$ cat config.mk
export PLATFORM = sky130hd
export DESIGN_NAME = hdlcsi_status
export DESIGN_NICKNAME = d
export VERILOG_FILES = /design/src/hdlcsi_pkg.sv /design/src/hdlcsi_status.sv
export SDC_FILE = /design/constraint.sdc
export NUM_CORES = 1
export LEC_CHECK = 0
export ABC_AREA = 1
export ABC_CLOCK_PERIOD_IN_PS = 2860
export BUFFER_PORTS_ARGS = -buffer_cell sky130_fd_sc_hd__buf_2
export CAP_MARGIN = 10
export CORE_ASPECT_RATIO = 0.7
export CORE_UTILIZATION = 40
export DETAILED_ROUTE_END_ITERATION = 10
export PLACE_DENSITY = 0.87
export SLEW_MARGIN = 15
export SYNTH_ARGS = -nofsm -noshare
export SYNTH_HDL_FRONTEND = slang
export SYNTH_SLANG_ARGS = --single-unit
$ cat constraint.sdc
create_clock -name clk_sys_i -period 2.86 [get_ports clk_sys_i]
set_clock_uncertainty 0.05 [all_clocks]
set_input_delay 0.286 -clock clk_sys_i [delete_from_list [all_inputs] [get_ports clk_sys_i]]
set_output_delay 0.286 -clock clk_sys_i [all_outputs]
set_load 0.1 [all_outputs]
$ cat src/hdlcsi_pkg.sv
// Constants, types and field layout for the HDLC status and interrupt bank
package hdlcsi_pkg;
    // Register offset of the status word
    localparam logic [7:0] HDLC_STATUS_OFFSET = 8'h86;
    // Status bit positions
    localparam int BIT_TX_PACKET_END = 0;
    localparam int BIT_TX_LOW_WM = 2;
    localparam int BIT_RX_HIGH_WM = 4;
    localparam int BIT_RX_PACKET_START = 5;
    localparam int BIT_RX_PACKET_END = 6;
    localparam int BIT_TX_UNDERRUN = 7;
    localparam int BIT_TX_LEVEL_LO = 8;
    localparam int BIT_TX_EMPTY = 12;
    localparam int BIT_RX_OVERRUN = 13;
    localparam int BIT_RX_EMPTY = 14;
    localparam int BIT_RX_ABORT = 15;
    // Which bits are latched events and which may interrupt
    localparam logic [15:0] LATCHED_MASK = 16'hA0E1;
    localparam logic [15:0] IRQ_CAPABLE = 16'hA0F5;
    localparam logic [15:0] STATUS_RESET = 16'h0000;
    // Byte halves of the status word
    localparam logic [15:0] LOW_HALF = 16'h00FF;
    localparam logic [15:0] HIGH_HALF = 16'hFF00;
    // FIFO geometry and threshold ladder
    localparam int TX_FIFO_DEPTH = 256;
    localparam int LEVEL_STEP = 16;
    localparam int WM_BASE = 16;
    localparam int WM_STEP = 32;
    localparam logic [3:0] LEVEL_MAX = 4'hF;

    // Per-cycle event pulses from the framing engine
    typedef struct packed {
        logic tx_mark_fetch;   // Byte with tx_message_end_mark fetched
        logic tx_fifo_dry;     // Transmit FIFO ran dry mid-packet
        logic tx_fifo_write;   // Byte written into transmit FIFO
        logic rx_open_byte;    // Opening byte of a packet detected
        logic rx_finish;       // Packet finished, good or bad
        logic rx_overflow;     // Receive FIFO overflow attempt
        logic rx_fifo_read;    // Byte read from receive FIFO
        logic rx_ones_run;     // Seven or more ones seen
        logic rx_in_packet;    // Level: packet reception in progress
        logic rx_flag_seen;    // Valid flag sequence detected
    } hdlcsi_event_type;

    // Host read request on the control port
    typedef struct packed {
        logic rd;              // One-cycle read strobe
        logic [7:0] addr;      // Register address
        logic byte_mode;       // 8-bit port mode
        logic byte_hi;         // In byte mode: upper half read
    } hdlcsi_read_type;
endpackage

$ cat src/hdlcsi_status.sv
// HDLC status word, clear-on-read event latches and interrupt gating
`timescale 1ns/10ps
module hdlcsi_status
    import hdlcsi_pkg::*;
#(
    parameter int COUNT_W = 9
) (
    // Clock and reset
    input wire logic clk_sys_i,
    input wire logic arst_n_i,
    // Host control port
    input wire hdlcsi_read_type host_rd_i,
    output logic [15:0] rd_data_o,
    output logic rd_valid_o,
    // Configuration from control and mask registers
    input wire logic [2:0] tx_low_threshold_select_i,
    input wire logic [2:0] rx_high_threshold_select_i,
    input wire logic [15:0] hdlc_irq_mask_i,
    input wire logic master_irq_mask_i,
    // Framing engine events and FIFO fill counts
    input wire hdlcsi_event_type evt_i,
    input wire logic [COUNT_W-1:0] tx_fifo_count_i,
    input wire logic [COUNT_W-1:0] rx_fifo_count_i,
    // Results
    output logic tx_fifo_accept_o,
    output logic tx_send_abort_o,
    output logic irq_o
);
    // Count must hold the full transmit depth
    if (COUNT_W < 9) begin : g_count_check
        $error("COUNT_W too small for 256-byte FIFO");
    end

    // Threshold ladder for a 3-bit select code
    function automatic logic [COUNT_W-1:0] wm_bytes(input logic [2:0] sel);
        wm_bytes = COUNT_W'(WM_BASE + WM_STEP * int'(sel));
    endfunction

    // Event latches and rearm flags
    logic [15:0] latched;
    logic [15:0] next_latched;
    logic udr_armed;
    logic next_udr_armed;
    logic ovr_armed;
    logic next_ovr_armed;
    logic abt_armed;
    logic next_abt_armed;
    // Registered outputs
    logic [15:0] next_rd_data;
    logic next_rd_valid;
    logic next_tx_fifo_accept;
    logic next_tx_send_abort;
    logic next_irq;
    // Live status word and helpers
    logic [15:0] status_now;
    logic [15:0] clear_bits;
    logic [15:0] set_bits;
    logic [3:0] tx_level;
    logic udr_event;
    logic ovr_event;
    logic abt_event;
    logic status_read;

    // Qualified events after rearm gating
    always_comb begin
        udr_event = evt_i.tx_fifo_dry && udr_armed;
        ovr_event = evt_i.rx_overflow && ovr_armed;
        abt_event = evt_i.rx_ones_run && evt_i.rx_in_packet && abt_armed;
        status_read = host_rd_i.rd && (host_rd_i.addr == HDLC_STATUS_OFFSET);
    end

    // Transmit level code, full FIFO pinned to top code
    always_comb begin
        if (tx_fifo_count_i >= COUNT_W'(TX_FIFO_DEPTH - LEVEL_STEP)) begin
            tx_level = LEVEL_MAX;
        end else begin
            tx_level = tx_fifo_count_i[7:4];
        end
    end

    // Assemble the status word from latches and real-time bits
    always_comb begin
        status_now = latched & LATCHED_MASK;
        status_now[BIT_TX_LOW_WM] = tx_fifo_count_i < wm_bytes(tx_low_threshold_select_i);
        status_now[BIT_RX_HIGH_WM] = rx_fifo_count_i > wm_bytes(rx_high_threshold_select_i);
        status_now[BIT_TX_LEVEL_LO +: 4] = tx_level;
        status_now[BIT_TX_EMPTY] = tx_fifo_count_i == '0;
        status_now[BIT_RX_EMPTY] = rx_fifo_count_i == '0;
    end

    // Event set and clear-on-read terms, set wins over clear
    always_comb begin
        set_bits = STATUS_RESET;
        set_bits[BIT_TX_PACKET_END] = evt_i.tx_mark_fetch || udr_event;
        set_bits[BIT_RX_PACKET_START] = evt_i.rx_open_byte;
        set_bits[BIT_RX_PACKET_END] = evt_i.rx_finish;
        set_bits[BIT_TX_UNDERRUN] = udr_event;
        set_bits[BIT_RX_OVERRUN] = ovr_event;
        set_bits[BIT_RX_ABORT] = abt_event;
        clear_bits = STATUS_RESET;
        if (status_read) begin
            // Clear only what this read returned
            clear_bits = latched & LATCHED_MASK;
            if (host_rd_i.byte_mode) begin
                // Byte mode clears only the half read
                clear_bits = clear_bits & (host_rd_i.byte_hi ? HIGH_HALF : LOW_HALF);
            end
        end
        next_latched = ((latched & ~clear_bits) | set_bits) & LATCHED_MASK;
    end

    // Rearm conditions for underrun, overrun and abort
    always_comb begin
        next_udr_armed = udr_armed;
        if (evt_i.tx_fifo_write) begin
            next_udr_armed = 1'b1;
        end else if (udr_event) begin
            next_udr_armed = 1'b0;
        end
        next_ovr_armed = ovr_armed;
        if (evt_i.rx_fifo_read) begin
            next_ovr_armed = 1'b1;
        end else if (ovr_event) begin
            next_ovr_armed = 1'b0;
        end
        next_abt_armed = abt_armed;
        if (evt_i.rx_flag_seen) begin
            next_abt_armed = 1'b1;
        end else if (abt_event) begin
            next_abt_armed = 1'b0;
        end
    end

    // Read data, FIFO accept, abort request and interrupt
    always_comb begin
        next_rd_valid = host_rd_i.rd;
        next_rd_data = STATUS_RESET;
        if (status_read) begin
            next_rd_data = status_now;
        end
        next_tx_fifo_accept = tx_fifo_count_i < COUNT_W'(TX_FIFO_DEPTH);
        next_tx_send_abort = udr_event;
        // Level code and empty bits sit outside the capable set
        next_irq = master_irq_mask_i && |(next_latched_irq(next_latched, status_now) & hdlc_irq_mask_i);
    end

    // Interrupt sources: next latches plus live watermark bits
    function automatic logic [15:0] next_latched_irq(input logic [15:0] lat, input logic [15:0] now);
        next_latched_irq = (lat | (now & ~LATCHED_MASK)) & IRQ_CAPABLE;
    endfunction

    // Register all state and outputs
    always_ff @(posedge clk_sys_i or negedge arst_n_i) begin
        if (!arst_n_i) begin
            latched <= STATUS_RESET;
            udr_armed <= 1'b0;
            ovr_armed <= 1'b0;
            abt_armed <= 1'b0;
            rd_data_o <= STATUS_RESET;
            rd_valid_o <= 1'b0;
            tx_fifo_accept_o <= 1'b0;
            tx_send_abort_o <= 1'b0;
            irq_o <= 1'b0;
        end else begin
            latched <= next_latched;
            udr_armed <= next_udr_armed;
            ovr_armed <= next_ovr_armed;
            abt_armed <= next_abt_armed;
            rd_data_o <= next_rd_data;
            rd_valid_o <= next_rd_valid;
            tx_fifo_accept_o <= next_tx_fifo_accept;
            tx_send_abort_o <= next_tx_send_abort;
            irq_o <= next_irq;
        end
    end
endmodule

## After elaboration in Yosys (flattened, before gate mapping)

Index checks and enable logic that the tools add are counted.

- Bits in registers: 29
- Input port bits: 64
- Output and inout port bits: 20
- Word-level logic and storage cells: 46

- $add $sub $neg: 2
- $lt $le $gt $ge: 4
- Equal/unequal tests: 1
- Multiplexer cells: 11
- Bitwise gates (word level): 6
- Reduce and logical (&&, ||, !) cells: 13

Operators by type and width:

| kind | count |
|---|---|
| 16-bit 2-to-1 mux | 4 |
| 16-bit AND | 3 |
| 5-bit by 8-bit adder with 9-bit output, first input constant | 2 |
| 9-bit logical NOT | 2 |
| 16-bit NOT | 1 |
| 16-bit by 15-bit OR with 16-bit output | 1 |
| 16-bit OR | 1 |
| 16-bit OR reduction | 1 |
| 9-bit by 8-bit greater-or-equal comparator with 1-bit output, second input constant | 1 |
| 9-bit > comparator | 1 |
| 9-bit less-than comparator | 1 |
| 9-bit less-than comparator, second input constant | 1 |
| 8-bit == test, second input constant | 1 |
| 1-bit logical AND | 6 |
| 1-bit 2-to-1 mux | 6 |
| 2-bit nonzero test | 3 |
| 4-bit 2-to-1 mux | 1 |
| 1-bit logical OR | 1 |

## Depth between registers and ports, before layout

Gate-level depths: netlist of the first run.

- Word-level depth: 11
- Mapped depth: 11
- Depth with buffers taken out: 11

## Worst setup path after synthesis of the first run

OpenSTA, ideal clock, no wires.

- Kind: input -> register
- From: input port rx_high_threshold_select_i[2]
- To: register irq_o
- Library setup time: 0.122 ns
- Data arrival time: 1.202 ns
- Required time: 2.688 ns
- Path slack: 1.486 ns
- Stages: 11
- Path buffers: 0
- Cell sequence: inv_1 -> ha_1 -> nand2_1 -> nand2_1 -> nand3b_1 -> nand3_1 -> nand2_1 -> inv_1 -> nand2_1 -> nor2_1 -> a21oi_1

- Cells in the longest elaborated chain, start to end: 6

Ends and longest elaborated chain:

| item | RTL line | RTL |
|---|---|---|
| start, declared | hdlcsi_status.sv:17 | `input wire logic [2:0] rx_high_threshold_select_i,` |
| 5-bit by 8-bit adder with 9-bit output | hdlcsi_status.sv:36 | `wm_bytes = COUNT_W'(WM_BASE + WM_STEP * int'(sel));` |
| 9-bit > comparator | hdlcsi_status.sv:85 | `status_now[BIT_RX_HIGH_WM] = rx_fifo_count_i > wm_bytes(rx_high_threshold_select_i);` |
| 16-bit by 15-bit OR with 16-bit output | hdlcsi_status.sv:149 | `next_latched_irq = (lat \| (now & ~LATCHED_MASK)) & IRQ_CAPABLE;` |
| 16-bit AND | hdlcsi_status.sv:144 | `next_irq = master_irq_mask_i && \|(next_latched_irq(next_latched, status_now) & hdlc_irq_mask_i);` |
| 16-bit OR reduction | hdlcsi_status.sv:144 |  |
| 1-bit logical AND | hdlcsi_status.sv:144 |  |
| via next_irq | hdlcsi_status.sv:53 | `logic next_irq;` |
| end signal, assigned | hdlcsi_status.sv:173 | `irq_o <= next_irq;` |
| end, declared | hdlcsi_status.sv:27 | `output logic irq_o` |

The timed path passes the listed nets, and every way through them passes these cells.
A chain may end at the register's enable or synchronous reset.

## Worst setup path in the final report of the first run

- From: register tx_fifo_accept_o
- To: output port tx_fifo_accept_o

RTL lines:

| item | RTL line | RTL |
|---|---|---|
| start, declared | hdlcsi_status.sv:25 | `output logic tx_fifo_accept_o,` |
| start signal, assigned | hdlcsi_status.sv:171 | `tx_fifo_accept_o <= next_tx_fifo_accept;` |

No word-level cell between the ends.

==> results of run 1 <==
[power groups by stage]
stage | logic [mW] | registers, mW | clock network [mW]
4_1_cts | 0.143 | 0.391 | 0.217
3_5_place_dp | 0.142 | 0.399 | 0
3_3_place_gp | 0.139 | 0.398 | 0
5_1_grt | 0.158 | 0.392 | 0.236
6_report | 0.142 | 0.391 | 0.210
2_1_floorplan | 0.0571 | 0.425 | 0
[per-layer routing]
metal	part of all wire, %	wire length, um	up-vias
met1	44	1174	509
met4	0.52	14	0
met2	48	1283	48
met5	0	0	-
met3	7.9	213	2
li1	-	-	611
[Yosys cell counts, types with 2 or more instances]
cell	instances
nand4_1	6
dfrtp_1	27
inv_1	30
buf_4	2
nand3_1	5
a21o_1	3
nor2_1	19
a21oi_1	4
ha_1	6
nand2_2	8
nand2_1	26
nor2_4	3
[sequential cells by signal (all words and copies together), names as in the netlist]
name	count
latched	6
irq_o	1
rd_valid_o	1
rd_data_o	14
tx_fifo_accept_o	1
udr_armed	1
tx_send_abort_o	1
ovr_armed	1
abt_armed	1
[cell families after synthesis]
logic type / after synthesis / share of synthesized area [%]
buffers and inverters: 33 / 9.990
and+or+nand+nor: 73 / 28.56
adders and majority gates: 6 / 5.655
other: 1 / 0.2825
DFF: 27 / 50.90
AOI/OAI and AO/OA: 10 / 4.618
[worst max-delay path by stage]
| stage | from | cells after the start | to |
|---|---|---|---|
| after detailed placement | rx_high_threshold_select_i[2] | 12 | irq_o |
| final | tx_fifo_accept_o | 1 | tx_fifo_accept_o |
| after floorplan | rx_high_threshold_select_i[2] | 11 | irq_o |
| after CTS | tx_fifo_accept_o | 1 | tx_fifo_accept_o |
| after global placement | rx_high_threshold_select_i[2] | 12 | irq_o |
| after global routing | rx_high_threshold_select_i[2] | 12 | irq_o |
[stage by stage]
stage / utilization, % / hold slack [ps] / cells / total power [mW] / instance area [um^2]
floorplan: - / -59.59 / 151 / 0.4823 / 1331
global placement: 54.77 / 274.0 / 259 / 0.5369 / 1724
detailed placement: 54.77 / 277.5 / 259 / 0.5407 / 1724
CTS: 56.52 / 81.97 / 264 / 0.7519 / 1779
global route: 56.52 / 69.33 / 264 / 0.7863 / 1779
finish: 56.52 / 86.03 / 264 / 0.7427 / 1779
[final cells by class]
cell class / count / area [um^2] / share of cell area [%]
flip-flops and latches: 27 / 675.6 / 37.97
multi-input cells: 91 / 523.0 / 29.40
repair buffers: 74 / 375.4 / 21.10
inverters: 30 / 112.6 / 6.329
well taps: 38 / 47.55 / 2.672
clock buffers: 4 / 45.04 / 2.532
==> reports/metrics.cfg, run 1 <==
[floorplanning]
core_region_area_um2=3148
start_util_pct=42.17
die_h_um=50.20
die_w_um=70.86
num_rows=17
io-pin-count=84
die_area_um2=3557

[cells_and_area]
final_cell_mix=73 x buf_2, 30 x inv_1, 27 x dfrtp_1, 26 x nand2_1, 19 x nor2_1
drive_gt1_share_pct=39.82
diodes=0
nets=297
layout_commonest_cell=buf_2
syn2layout_area_growth_pct=34.02
fillers=299

[sta]
post-route-period-util_pct=47.97
setup_tns_ps=0
rsz0062_at_grt=false
tightest_slew_ps=574.6
max_freq_mhz=728.9
fin_crit_ps=1372
slew_headroom_pct=61.69
setup_ws_ps=1488
hold_viol=0
finalSetupViolCount=0
slew_violations=0

[routing]
drt_wl_total_um=2685
drc_errors=12
vias=1170
drt-initial-drc-count=40
first_pass_iters=7
wl_per_cell_um=10.17
viasPerCell=4.432
antenna_left=0

[synthesis]
synthArstFlopShare_pct=100.0
yosysTopAreaCellShare_pct=50.90
synth_area_leader_cell=dfrtp_1
synth_edf_count=0
ys_seq_area_share_pct=50.90
synth_cell_types=23
ys_seq_elements=27
synth.top_cells.by_area=dfrtp_1 51%, inv_1 8.5%, nand2_1 7.4%
synth.avg_cell_area_um2=8.850
syn_area_um2=1328
ys.flop_type=dfrtp_1
synthCells=150
yosysWarnings=0

[clocking]
clockBufferDepth=2
ctsHoldBuffers=1
ctsResizeCount=0
numCtsBuffers=3
clk_pin_slew_ps=90
clock_sinks=27
cts_htree_levels=1
cts-root-buf=clkbuf_8
insertion_delay_ps=260
cts_tree=done
post-cts-setup-buffers=0

[placed_design]
io_buffers=73
pre_cts_slack_ps=1222
gp_congestion=0.7717
dp_hpwl_um=2194

[power]
internal_power_mw=0.5377
vdd_ir_drop_max_v=0.0002686
switchingPower_mw=0.2050
power.leakage_nw=1.131
clock_power_share_pct=28.3
switching_share_pct=27.60
p_comb_share_pct=19.1
pwr_density_cell_nw_per_um2=417.4
pwr-share-seq_pct=52.7

[worst_setup_path]
r2r_end=irq_o
max_stage_delay_ps=430
r2r_setup_slack_ps=1700
path_max_fanout=1
critPathCaptureType=primary output
criticalPathCategory=reg2out
r2r-start=udr_armed
crit_slowest_cell=buf_2
cp.buffers_inverters=1
ff2ff_path_depth=8
path_cells=buf_2
critPathArrivalTime_ps=1040
cp-start-kind=flop
path_delay_family=buffers and inverters
crit_required_ps=2520

[global_route]
grt.busiest_layer=met2
use_met1_pct=19.38
grt_use_met3_pct=5.020
grtUsageTotal_pct=16.87
overflow=0
met2_usage_pct=31.57
grt_pass1_vias=1149
grt_pass1_wl_um=4609
antenna_found_initial=0
grt_max_degree=28

[outcome]
status=finished, violations left
violations=DRC

[run]
drv_cap=0

[hold_path]
hp-class=in2reg
hold_start=host_rd_i[10]
holdPathStages=1
holdPathEnd=rd_valid_o

Power figures use the tool's default switching activity.
==> inputs of run 2 (changes only) <==
--- a/config.mk
+++ b/config.mk
@@ -6,11 +6,11 @@
 export NUM_CORES = 1
 export LEC_CHECK = 0
 export ABC_AREA = 1
-export ABC_CLOCK_PERIOD_IN_PS = 2860
+export ABC_CLOCK_PERIOD_IN_PS = 1130
 export BUFFER_PORTS_ARGS = -buffer_cell sky130_fd_sc_hd__buf_2
 export CAP_MARGIN = 10
 export CORE_ASPECT_RATIO = 0.7
-export CORE_UTILIZATION = 40
+export CORE_UTILIZATION = 38
 export DETAILED_ROUTE_END_ITERATION = 10
 export PLACE_DENSITY = 0.87
 export SLEW_MARGIN = 15
==> constraint.sdc (replaced) <==
create_clock -name clk_sys_i -period 1.13 [get_ports clk_sys_i]
set_clock_uncertainty 0.05 [all_clocks]
set_input_delay 0.113 -clock clk_sys_i [delete_from_list [all_inputs] [get_ports clk_sys_i]]
set_output_delay 0.113 -clock clk_sys_i [all_outputs]
set_load 0.1 [all_outputs]
==> run 2 against run 1 <==
Compared with the run above:
- the flow now finishes without violations
- wire length increased by 27%
- non-clock buffer count increased by 19
- register-to-register slack got worse by 1700 ps
- global-route usage increased by 2.7 points
- critical path type is now reg2reg
==> reports/metrics.cfg, run 2 (synthesis gave the netlist of run 1 again) <==
[power]
pwr-share-seq_pct=49.9  ; -2.8 points
pwr_density_cell_nw_per_um2=867.6  ; +110%
p_comb_share_pct=23.6  ; +4.5 points
p_total_mw=1.999  ; +170%
switchingPower_mw=0.5514  ; +170%
switching_share_pct=27.59  ; about the same
clock_power_share_pct=26.6  ; -1.7 points
vdd_ir_drop_max_v=0.0005868  ; +120%
internal_power_mw=1.447  ; +170%
power.leakage_nw=1.277  ; +13%

[worst_setup_path]
crit_required_ps=1240  ; -1280 ps
critPathArrivalTime_ps=1220  ; +180 ps
path_max_fanout=2  ; +1
critPathCaptureType=flop
ff2ff_path_depth=8  ; unchanged
criticalPathCategory=reg2reg
cp-start-kind=flop

[clocking]
cts_htree_levels=1  ; unchanged
numCtsBuffers=3  ; unchanged
clock_sinks=27  ; unchanged
clockBufferDepth=2  ; unchanged
insertion_delay_ps=270  ; about the same
cts-root-buf=clkbuf_8
cts_tree=done
clk_pin_slew_ps=90  ; about the same

[cells_and_area]
final_cell_mix=51 x buf_2, 27 x dfrtp_1, 26 x inv_1, 24 x nand2_1, 18 x buf_12
reg_top3=rd_data_o (14), latched (6)
layout_commonest_cell=buf_2
layout.cells.non_filler=292  ; +11%
largest_reg_flops=14  ; unchanged
diodes=0  ; unchanged
fin_util_pct=71.25  ; +15 points
syn2layout_area_growth_pct=73.52
top_register=rd_data_o
fillers=259  ; -13%
nets=316  ; +6.4%
drive_gt1_share_pct=46.12  ; +6.3 points

[routing]
drt_wl_total_um=3422  ; +27%
drt-initial-drc-count=48  ; +20%
wl_per_cell_um=11.72  ; +15%
viasPerCell=4.432  ; about the same
first_pass_iters=4  ; -3
vias=1294  ; +11%
drc_errors=0  ; -12
antenna_left=0  ; unchanged

[placed_design]
io_buffers=73  ; unchanged
gp_congestion=0.7057  ; -8.6%
dp_cells=277  ; +6.9%
dp_hpwl_um=2726  ; +24%
pre_cts_slack_ps=-282.6  ; -1505 ps

[global_route]
grtUsageTotal_pct=19.52  ; +2.7 points
grt_max_degree=28  ; unchanged
overflow=0  ; unchanged
antenna_found_initial=0  ; unchanged
grt_pass1_vias=1292  ; +12%
grt_pass1_wl_um=5409  ; +17%

[floorplanning]
core_region_area_um2=3233  ; +2.7%
die_w_um=72.65  ; +2.5%
io-pin-count=84  ; unchanged
die_area_um2=3738  ; +5.1%
start_util_pct=41.06  ; -1.1 points
die_h_um=51.45  ; +2.5%
num_rows=17  ; unchanged

[sta]
rsz0062_at_grt=true
max_freq_mhz=901.2
hold_viol=0  ; unchanged
finalSetupViolCount=0  ; unchanged
hold-worst-slack_ps=25.28  ; -60.74 ps
fin_crit_ps=1110
post-route-period-util_pct=98.20
setup_ws_ps=20.39  ; -1468 ps
slew_violations=0  ; unchanged

[hold_path]
holdPathStages=3  ; +2
hp-class=in2reg

[run]
drv_cap=0  ; unchanged

[outcome]
status=completed

## run 2: changes by cell type in the layout (fill, tap and decap cells not counted), moves of 4 or more
cell / previous run / this run
inv_1: 30 / 26
buf_4: 0 / 11
buf_12: 0 / 18
buf_2: 73 / 51
inv_2: 0 / 4
dlygate4sd3_1: 1 / 10
## run 2: power groups by stage
stage,clock [mW],sequential (mW),combinational [mW]
6_report,0.531,0.997,0.471
5_1_grt,0.600,0.998,0.515
4_1_cts,0.554,0.997,0.445
3_5_place_dp,0,1.02,0.417
3_3_place_gp,0,1.01,0.403
2_1_floorplan,0,1.08,0.148
## run 2: final timing paths
check / start / endpoint / slack, ps
max: udr_armed / irq_o / 20
min: evt_i[8] / tx_send_abort_o / 30
max reg2reg: udr_armed / irq_o / 20
min reg2reg: ovr_armed / ovr_armed / 430
max in group asynchronous: arst_n_i / rd_data_o[11] / 430
min in group asynchronous: arst_n_i / rd_data_o[13] / 350
## run 2: layout make-up
type	count	area [um^2]	area share (%)
multi-input combinational	91	579.3	25.15
clock buffer	4	45.04	1.955
inverter	30	112.6	4.889
sequential	27	675.6	29.33
tap	47	58.81	2.553
timing repair buffer	93	832.0	36.12
## run 2: layer usage
layer  global-route usage [%]  part of all wire, %  vias to the layer above
li1                         -                    -                      649
met1                    22.29                   42                      592
met2                    36.29                   52                       49
met3                    5.720                  5.1                        4
met4                    3.922                  1.2                        0
met5                        0                    0                        -
## run 2: timing repair
item                       in CTS  in global routing
hold endpoints to repair       35                  1
setup buffers                   0                  2
setup endpoints to repair       1                  1
hold buffers                    9                  1
pin swaps                       3                 14
gates resized for setup         3                 13
## run 2: stage by stage
step           setup TNS (ps)  cell area [um^2]
6_report                    0              2303
5_1_grt                -75.64              2303
4_1_cts                -31.51              2226
3_5_place_dp           -370.0              2086
3_3_place_gp           -221.5              2086
2_1_floorplan          -6.199              1344
## run 2: worst max-delay path, stage by stage (launching register included)
cell and delay, ps:
dfrtp_1 400, nand2_2 80, inv_2 40, nor2_2 80, nand2_2 60, nand2_2 60
nand2_1 50, nor2_1 90, a21oi_1 70
